File: src/inc/network_timing_defs.vh
// Constants for the network timing source selector
`ifndef NETWORK_TIMING_DEFS_VH
`define NETWORK_TIMING_DEFS_VH
`define SYS_CLK_HZ 50000000
`define NS_PER_S 1000000000
`define HOLD_S 5'h05
`define UNLOCK_WAIT_S 5'h0f
`define SEARCH_S 5'h0f
`define LOCK_GAP_NS 640
`define LOCK_GAP_CYC ((`LOCK_GAP_NS * (`SYS_CLK_HZ / 1000000)) / 1000)
`define ADDR_CTRL 5'h00
`define ADDR_PORT_CFG 5'h04
`define ADDR_LVL_ADDR 5'h08
`define ADDR_LVL_DATA 5'h0c
`define ADDR_STATUS 5'h10
`define CTRL_HOP_SEARCH 1
`define CTRL_RESTART 2
`define CTRL_ADDR_LSB 8
`define CTRL_LAST_LSB 16
`define PCFG_FAC_LSB 4
`define PCFG_TXS_LSB 8
`define PCFG_PREF_LSB 12
`define MODE_INT 2'h0
`define MODE_EXT 2'h1
`define MODE_FAC 2'h2
`define MODE_SLAVE 2'h3
`define REF_INT 3'h4
`define REF_EXT 3'h5
`define LEVEL_FIRST 5'h01
`define LEVEL_LAST 5'h1f
`define LEVEL_NONE 5'h00
`define HOPS_MAX 4'hf
`define CTRL_RESET 32'h001f_0002
`endif

File: src/verilog/network_timing_source_select.v
// Network timing source selector with level fallback and status exchange
`timescale 1ns/1ps
`include "network_timing_defs.vh"
module network_timing_source_select #(
    parameter TICK_CYCLES = `SYS_CLK_HZ
)(
    input wire sys_clk,
    input wire rst_b,
    input wire clk_en,
    input wire [4:0] avs_address,
    input wire avs_read,
    input wire avs_write,
    input wire [31:0] avs_writedata,
    output reg [31:0] avs_readdata,
    output reg avs_waitrequest,
    input wire [3:0] port_rx_clk,
    input wire reference_timing_input,
    input wire osc_fault,
    input wire [19:0] nbr_level,
    input wire [15:0] nbr_hops,
    input wire [3:0] nbr_locked,
    input wire [3:0] nbr_automaster,
    input wire [31:0] nbr_addr,
    output reg [2:0] ref_sel,
    output reg [3:0] tx_timing_sel,
    output reg [4:0] tx_level,
    output reg [3:0] tx_hops,
    output reg tx_locked,
    output reg tx_automaster,
    output reg tx_status_strobe,
    output reg int_clk_fail,
    output reg ext_ref_fail,
    output reg [3:0] trunk_fault
);
localparam ST_APPLY = 3'h0;
localparam ST_LOCKED = 3'h1;
localparam ST_HOLD = 3'h2;
localparam ST_UNLOCKED = 3'h3;
localparam ST_SEARCH = 3'h4;
localparam ST_AUTO = 3'h5;
localparam integer GAP_INT = `LOCK_GAP_CYC;
localparam [5:0] GAP_CYC = GAP_INT[5:0];
localparam [4:0] HOLD_S = `HOLD_S;
localparam [4:0] WAIT_S = `UNLOCK_WAIT_S;
localparam [4:0] SEARCH_S = `SEARCH_S;
// ============================================================
// Pin synchronisers and edge finders
wire [4:0] pin_in = {reference_timing_input, port_rx_clk};
reg [4:0] sync1_reg;
reg [4:0] sync2_reg;
reg [4:0] sync3_reg;
reg osc1_reg;
reg osc2_reg;
wire [4:0] rise;
genvar gi;
generate
    for (gi = 0; gi < 5; gi = gi + 1)
    begin : g_sync
        always @(posedge sys_clk or negedge rst_b)
        begin
            if (!rst_b)
            begin
                sync1_reg[gi] <= 1'b0;
                sync2_reg[gi] <= 1'b0;
                sync3_reg[gi] <= 1'b0;
            end
            else if (clk_en)
            begin
                sync1_reg[gi] <= pin_in[gi];
                sync2_reg[gi] <= sync1_reg[gi];
                sync3_reg[gi] <= sync2_reg[gi];
            end
        end
        assign rise[gi] = sync2_reg[gi] & ~sync3_reg[gi];
    end
endgenerate
// ============================================================
// Registers
reg [31:0] ctrl_reg;
reg [19:0] port_cfg_reg;
reg [4:0] lvl_addr_reg;
reg [3:0] level_table [0:31];
reg [2:0] state_reg;
reg [4:0] level_reg;
reg [3:0] hops_reg;
reg [1:0] src_port_reg;
reg [4:0] sec_cnt_reg;
reg [31:0] tick_cnt_reg;
reg [5:0] gap_cnt_reg;
reg [2:0] ref_prev_reg;
reg restart_reg;
wire req = avs_read | avs_write;
wire done = req & ~avs_waitrequest;
wire hop_search = ctrl_reg[`CTRL_HOP_SEARCH];
wire [7:0] node_addr = ctrl_reg[`CTRL_ADDR_LSB +: 8];
wire [4:0] last_level = ctrl_reg[`CTRL_LAST_LSB +: 5];
wire [3:0] avail = port_cfg_reg[3:0];
wire [3:0] facility = port_cfg_reg[`PCFG_FAC_LSB +: 4];
wire tick = (tick_cnt_reg == TICK_CYCLES - 1);
wire [3:0] cfg_entry = level_table[level_reg];
wire [1:0] cfg_mode = cfg_entry[1:0];
wire [1:0] cfg_port = cfg_entry[3:2];
wire [3:0] fac_avail = facility & avail;
wire [1:0] fac_first = fac_avail[0] ? 2'h0 : fac_avail[1] ? 2'h1 : fac_avail[2] ? 2'h2 : 2'h3;
wire [1:0] fac_port = ((cfg_mode == `MODE_FAC) & fac_avail[cfg_port]) ? cfg_port : fac_first;
// ============================================================
// Avalon slave: one wait cycle, then answer
always @(posedge sys_clk or negedge rst_b)
begin
    if (!rst_b)
    begin
        avs_waitrequest <= 1'b1;
        avs_readdata <= 32'h0000_0000;
        ctrl_reg <= `CTRL_RESET;
        port_cfg_reg <= 20'h0_0000;
        lvl_addr_reg <= `LEVEL_FIRST;
        tx_timing_sel <= 4'h0;
        restart_reg <= 1'b0;
    end
    else if (clk_en)
    begin
        restart_reg <= 1'b0;
        avs_waitrequest <= ~(req & avs_waitrequest);
        if (req & avs_waitrequest)
        begin
            case (avs_address)
                `ADDR_CTRL: avs_readdata <= ctrl_reg;
                `ADDR_PORT_CFG: avs_readdata <= {12'h000, port_cfg_reg};
                `ADDR_LVL_ADDR: avs_readdata <= {27'h000_0000, lvl_addr_reg};
                `ADDR_LVL_DATA: avs_readdata <= {28'h000_0000, level_table[lvl_addr_reg]};
                `ADDR_STATUS: avs_readdata <= {int_clk_fail, ext_ref_fail, trunk_fault, 7'h00,
                    tx_locked, tx_automaster, src_port_reg, state_reg, hops_reg, 3'h0, level_reg};
                default: avs_readdata <= 32'h0000_0000;
            endcase
        end
        if (done & avs_write)
        begin
            case (avs_address)
                `ADDR_CTRL:
                begin
                    ctrl_reg <= {avs_writedata[31:3], 1'b0, avs_writedata[1:0]};
                    restart_reg <= avs_writedata[`CTRL_RESTART];
                end
                `ADDR_PORT_CFG:
                begin
                    port_cfg_reg <= avs_writedata[19:0];
                    tx_timing_sel <= avs_writedata[`PCFG_TXS_LSB +: 4];
                end
                `ADDR_LVL_ADDR: lvl_addr_reg <= avs_writedata[4:0];
                default: ;
            endcase
        end
    end
end
// Per-level source table, loaded by download
always @(posedge sys_clk)
begin
    if (clk_en & done & avs_write & (avs_address == `ADDR_LVL_DATA) & (lvl_addr_reg != `LEVEL_NONE))
        level_table[lvl_addr_reg] <= avs_writedata[3:0];
end
// ============================================================
// Lock monitor on the selected reference
reg src_edge;
always @*
begin
    case (ref_sel)
        `REF_INT: src_edge = 1'b1;
        `REF_EXT: src_edge = rise[4];
        default: src_edge = rise[ref_sel[1:0]];
    endcase
end
wire src_ok = (gap_cnt_reg < GAP_CYC) & ~osc2_reg;
always @(posedge sys_clk or negedge rst_b)
begin
    if (!rst_b)
    begin
        gap_cnt_reg <= 6'h00;
        ref_prev_reg <= `REF_INT;
        osc1_reg <= 1'b0;
        osc2_reg <= 1'b0;
        tick_cnt_reg <= 32'h0000_0000;
    end
    else if (clk_en)
    begin
        osc1_reg <= osc_fault;
        osc2_reg <= osc1_reg;
        ref_prev_reg <= ref_sel;
        if (src_edge | (ref_sel != ref_prev_reg))
            gap_cnt_reg <= 6'h00;
        else if (gap_cnt_reg != 6'h3f)
            gap_cnt_reg <= gap_cnt_reg + 6'h01;
        tick_cnt_reg <= tick ? 32'h0000_0000 : tick_cnt_reg + 32'h0000_0001;
    end
end
// ============================================================
// Candidate choice: level, then hops, then preference
reg cand_found;
reg [1:0] cand_port;
reg [4:0] cand_level;
reg [3:0] cand_hops;
reg [1:0] cand_pref;
reg auto_found;
reg [1:0] auto_port;
integer i;
always @*
begin
    cand_found = 1'b0;
    cand_port = 2'h0;
    cand_level = `LEVEL_LAST;
    cand_hops = `HOPS_MAX;
    cand_pref = 2'h3;
    auto_found = 1'b0;
    auto_port = 2'h0;
    for (i = 0; i < 4; i = i + 1)
    begin
        if (avail[i] & nbr_locked[i] & (nbr_level[i*5 +: 5] != `LEVEL_NONE)
            & (nbr_level[i*5 +: 5] <= level_reg))
        begin
            if (!cand_found | (nbr_level[i*5 +: 5] < cand_level)
                | ((nbr_level[i*5 +: 5] == cand_level) & hop_search & (nbr_hops[i*4 +: 4] < cand_hops))
                | ((nbr_level[i*5 +: 5] == cand_level) & (!hop_search | (nbr_hops[i*4 +: 4] == cand_hops))
                   & (port_cfg_reg[`PCFG_PREF_LSB + i*2 +: 2] < cand_pref)))
            begin
                cand_found = 1'b1;
                cand_port = i[1:0];
                cand_level = nbr_level[i*5 +: 5];
                cand_hops = nbr_hops[i*4 +: 4];
                cand_pref = port_cfg_reg[`PCFG_PREF_LSB + i*2 +: 2];
            end
        end
        if (avail[i] & nbr_automaster[i] & (nbr_addr[i*8 +: 8] < node_addr) & !auto_found)
        begin
            auto_found = 1'b1;
            auto_port = i[1:0];
        end
    end
end
wire [3:0] next_hops = (cand_hops == `HOPS_MAX) ? `HOPS_MAX : cand_hops + 4'h1;
wire better = cand_found & ((cand_level < level_reg)
    | (hop_search & (next_hops < hops_reg)));
// ============================================================
// Clock level state machine
always @(posedge sys_clk or negedge rst_b)
begin
    if (!rst_b)
    begin
        state_reg <= ST_APPLY;
        level_reg <= `LEVEL_FIRST;
        hops_reg <= `HOPS_MAX;
        src_port_reg <= 2'h0;
        sec_cnt_reg <= 5'h00;
        ref_sel <= `REF_INT;
        tx_locked <= 1'b0;
        tx_automaster <= 1'b0;
        ext_ref_fail <= 1'b0;
        trunk_fault <= 4'h0;
        int_clk_fail <= 1'b0;
    end
    else if (clk_en)
    begin
        int_clk_fail <= osc2_reg;
        if (tick)
            sec_cnt_reg <= sec_cnt_reg + 5'h01;
        if (restart_reg)
        begin
            level_reg <= `LEVEL_FIRST;
            state_reg <= ST_APPLY;
            tx_automaster <= 1'b0;
        end
        else
        begin
            case (state_reg)
                ST_APPLY:
                begin
                    sec_cnt_reg <= 5'h00;
                    tx_automaster <= 1'b0;
                    hops_reg <= 4'h0;
                    tx_locked <= 1'b1;
                    state_reg <= ST_LOCKED;
                    if ((level_reg == `LEVEL_NONE) | (level_reg > last_level))
                    begin
                        state_reg <= ST_AUTO;
                        ref_sel <= `REF_INT;
                        tx_automaster <= 1'b1;
                    end
                    else if (fac_avail != 4'h0)
                    begin
                        ref_sel <= {1'b0, fac_port};
                        src_port_reg <= fac_port;
                    end
                    else if (cfg_mode == `MODE_INT)
                        ref_sel <= `REF_INT;
                    else if (cfg_mode == `MODE_EXT)
                        ref_sel <= `REF_EXT;
                    else
                    begin
                        ref_sel <= `REF_INT;
                        hops_reg <= `HOPS_MAX;
                        tx_locked <= 1'b0;
                        state_reg <= ST_SEARCH;
                    end
                end
                ST_LOCKED:
                begin
                    sec_cnt_reg <= 5'h00;
                    if (!src_ok)
                    begin
                        if (ref_sel == `REF_EXT)
                            ext_ref_fail <= 1'b1;
                        else if (ref_sel != `REF_INT)
                            trunk_fault[src_port_reg] <= 1'b1;
                        ref_sel <= `REF_INT;
                        state_reg <= ST_HOLD;
                    end
                    else if (!ref_sel[2] & (cfg_mode == `MODE_SLAVE) & better)
                    begin
                        ref_sel <= {1'b0, cand_port};
                        src_port_reg <= cand_port;
                        hops_reg <= next_hops;
                    end
                end
                ST_HOLD:
                begin
                    if (sec_cnt_reg >= HOLD_S)
                    begin
                        tx_locked <= 1'b0;
                        sec_cnt_reg <= 5'h00;
                        state_reg <= ST_UNLOCKED;
                    end
                end
                ST_UNLOCKED:
                begin
                    if (sec_cnt_reg >= WAIT_S)
                    begin
                        sec_cnt_reg <= 5'h00;
                        state_reg <= ST_SEARCH;
                    end
                end
                ST_SEARCH:
                begin
                    if (cand_found)
                    begin
                        ref_sel <= {1'b0, cand_port};
                        src_port_reg <= cand_port;
                        hops_reg <= next_hops;
                        trunk_fault[cand_port] <= 1'b0;
                        tx_locked <= 1'b1;
                        state_reg <= ST_LOCKED;
                    end
                    else if (sec_cnt_reg >= SEARCH_S)
                    begin
                        level_reg <= (level_reg == `LEVEL_LAST) ? `LEVEL_NONE : level_reg + 5'h01;
                        state_reg <= ST_APPLY;
                    end
                end
                ST_AUTO:
                begin
                    if (auto_found & ref_sel[2])
                    begin
                        ref_sel <= {1'b0, auto_port};
                        src_port_reg <= auto_port;
                        hops_reg <= 4'h1;
                    end
                    else if (!ref_sel[2] & !src_ok)
                        ref_sel <= `REF_INT;
                    if (cand_found & (cand_level != `LEVEL_NONE))
                    begin
                        level_reg <= cand_level;
                        state_reg <= ST_APPLY;
                    end
                end
                default: state_reg <= ST_APPLY;
            endcase
        end
    end
end
// ============================================================
// Once-per-second status to neighbors
always @(posedge sys_clk or negedge rst_b)
begin
    if (!rst_b)
    begin
        tx_level <= `LEVEL_NONE;
        tx_hops <= `HOPS_MAX;
        tx_status_strobe <= 1'b0;
    end
    else if (clk_en)
    begin
        tx_status_strobe <= tick;
        if (tick)
        begin
            tx_level <= level_reg;
            tx_hops <= hops_reg;
        end
    end
end
endmodule // network_timing_source_select
File: config.mk
export PLATFORM = sky130hd
export DESIGN_NAME = network_timing_source_select
export DESIGN_NICKNAME = d
export VERILOG_FILES = /design/src/verilog/network_timing_source_select.v
export VERILOG_INCLUDE_DIRS = /design/src /design/src/inc
export SDC_FILE = /design/constraint.sdc
export NUM_CORES = 1
export LEC_CHECK = 0
export BUFFER_PORTS_ARGS = -buffer_cell sky130_fd_sc_hd__buf_2
export CAP_MARGIN = 20
export CORE_MARGIN = 2
export CORE_UTILIZATION = 42
export DETAILED_ROUTE_END_ITERATION = 8
export GPL_TIMING_DRIVEN = 0
export SYNTH_ARGS = -nofsm -noshare
export SYNTH_HDL_FRONTEND = slang
export SYNTH_SLANG_ARGS = --single-unit
File: constraint.sdc
create_clock -name sys_clk -period 13.1 [get_ports sys_clk]
set_input_delay 1.31 -clock sys_clk [delete_from_list [all_inputs] [get_ports sys_clk]]
set_output_delay 1.31 -clock sys_clk [all_outputs]
set_load 0.02 [all_outputs]
==> metrics <==
first-pass GRT wire length 82.2 mm; slew at the pin with the worst max-slew slack 1.04 ns; Max Cap Violations 0; CTS Buf Count 38; final hold vios 0; Seq cells post-synth about 320; Vias/cell a little under 6; post-DP HPWL 40.4 mm; pin count of the biggest net entering global routing between 100 and 150; dominant cell type by area after synthesis dfrtp_1; HP Start avs_readdata[31]$_DFFE_PN0P_; Fill cells 3749; crit end category flip-flop; Post-synth EDFFs approximately 130; Startpoint Class flip-flop; Fmax about 80 MHz; most frequent cell after synthesis dfrtp_1; DR WL/cell between 20 and 25 µm; Iter 0 DRT Violations roughly 1000; DR pass1 iterations 5; Final Power roughly 3.0 mW; top_reg_cell synth dfrtp_1; VDD IR max between 0.0001 and 0.00015 V; Core Footprint between 40000 and 50000 µm²; Post-CTS Hold Buffers 0; Via Count between 10000 and 15000; Hold Path Stages 2; Die Footprint ~44000 µm²; starting density of the core a little over two fifths; Power Internal 2.09 mW; slowest CP cell clkbuf_4; min Tclk post-route between 10 and 15 ns; root buf cell clkbuf_16; site row count 75; Lkg Pwr ~8.9 nW; H-tree levels 2; fin util about half; TritonCTS clock tree yes; Die Ht between 200 and 250 µm; gr ovfl total 0; largest cells by area after synthesis dfrtp_1 24%, edfxtp_1 22%, mux4_2 9.1%; crit-path max FO 19; GPL Wtd Cong between 0.9 and 1; Largest register FFs roughly 130; skew final between 0.015 and 0.02 ns; share of layout cells above drive strength 1 a little over a quarter; Comb power frac between 20% and 30%; slowest stage delay, CP between 0.4 and 0.5 ns; Yosys top cell area share about a quarter; PortBufs 180; clock insertion delay at the later pin of the skew report approximately 0.56 ns; vias in the first global route between 10000 and 15000; FF-to-FF Start level_reg[1]$_DFFE_PN0P_; Clock Tree Buf Depth 3; Final ANT Viol Nets 0; Final period util 94.1%; drt drc 0; Worst Setup Path Type reg2reg; Worst EP arrival between 10 and 15 ns; pwr dens 146 nW/µm²; status complete, no violations; CP required ~14 ns; Sw Ratio a little under a third; Reg power frac 39.3%; Post-Route WL roughly 54 mm; GRT Util Overall between 20% and 30%; clk sinks 316; synthesized area around 18000 µm²; Max-slew headroom 30.4%; Hold Slack roughly 0.47 ns; worst min path class reg2reg; RSZ-0062 raised after global routing no; Reg2Reg Depth ~50; ys async rst share between 50 and 60%; Top Ports between 150 and 200; Syn Inst Count approximately 1500; Die W approximately 210 µm; Clock power frac 35.7%; Antenna Cells 0; synth warn 0; Synth Area per Inst about 12 µm²; area grow syn2layout 16.5%; Final Max Tran Viols 0; Final setup viols 0; Seq/Total Area, Yosys 48.0%; most used cell along the critical path ha_1; Worst-path clk slew 0.06 ns; Net Sw Power 0.950 mW; fin nets 1968; initial antenna violation count 0; synth unique cells between 80 and 90; top cells by count, synth 169 x dfrtp_1, 128 x edfxtp_1, 114 x nor2_1; Worst setup startpoint level_reg[1]$_DFFE_PN0P_
layout make-up:
type,instances,area (µm²),area share [%]
timing repair buffer,183,948,4.56
sequential,316,8570,41.2
clock buffer,51,1080,5.21
clock inverter,18,198,0.950
inverter,63,236,1.14
tap,539,674,3.24
buffer,71,305,1.47
multi-input combinational,1074,8790,42.2
through the flow:
stage | std cells | instance area [µm²] | setup TNS [ns] | setup slack [ns]
6_report | 2315 | 20800 | 0 | 0.769
5_1_grt | 2315 | 20800 | 0 | 0.0439
4_1_cts | 2314 | 20800 | 0 | 0.0683
3_5_place_dp | 2246 | 19500 | -7.31 | -0.927
3_3_place_gp | 2244 | 19500 | -5.53 | -0.741
2_1_floorplan | 1525 | 17900 | 0 | 2.46
cell families (layout without fill, tap and decap cells):
group           Yosys count  after routing  share of synthesized area, %
fa+ha+maj                97             97                          6.79
mux                     200            200                          16.9
buf+inv                 135            386                          3.00
flops                   316            316                          48.0
compound gates          304            304                          11.7
xor+xnor                 34             34                          1.67
other cells               1              4                        0.0210
simple gates            435            435                          11.9
power groups by stage:
stage,Sequential [mW],Combinational (mW),Clock [mW]
4_1_cts,1.19,0.759,1.11
3_3_place_gp,1.21,0.742,0
3_5_place_dp,1.21,0.758,0
5_1_grt,1.20,0.839,1.14
2_1_floorplan,1.18,0.504,0
6_report,1.19,0.761,1.08
metal layers:
layer / GRT usage [%] / vias to the layer above / wire (µm)
met1: 32.0 / 6827 / 23200
li1: - / 6197 / -
met5: 0 / - / 0
met2: 40.9 / 474 / 25700
met4: 11.0 / 0 / 2370
met3: 3.95 / 118 / 2960
what timing repair did:
| action | CTS | global route |
|---|---|---|
| endpoints found under the setup margin | 9 | 9 |
| resized for setup | 2 | 11 |
| gates cloned | 0 | 0 |
| setup buffers | 0 | 0 |
critical path: cells and delay by family, from the launching register on:
kind | cells | cell delay [ns]
buffers and inverters | 11 | 2.77
and+or+nand+nor | 13 | 2.10
AOI/OAI and AO/OA | 20 | 4.84
adders and majority gates | 6 | 1.73
DFF | 1 | 0.39
muxes | 1 | 0.41
final timing paths:
kind | endpoint | slack, ns
max | src_port_reg[0]$_DFFE_PN0P_ | 0.77
min | avs_readdata[31]$_DFFE_PN0P_ | 0.47
max reg2reg | src_port_reg[0]$_DFFE_PN0P_ | 0.77
min reg2reg | avs_readdata[31]$_DFFE_PN0P_ | 0.47
max in group asynchronous | sec_cnt_reg[0]$_DFFE_PN0P_ | 11.38
min in group asynchronous | ctrl_reg[9]$_DFFE_PN0P_ | 0.75
cell usage in the layout (no fill, tap or decap), types with 59 or more instances in the layout:
cell / count
a21oi_1: 63
clkbuf_1: 59
ha_1: 97
nand2_1: 108
nor2_1: 114
mux4_2: 72
dfrtp_1: 169
o21ai_0: 82
edfxtp_1: 128
buf_2: 185
mux2_2: 87
No activity file was read; power rests on OpenSTA's default activity.
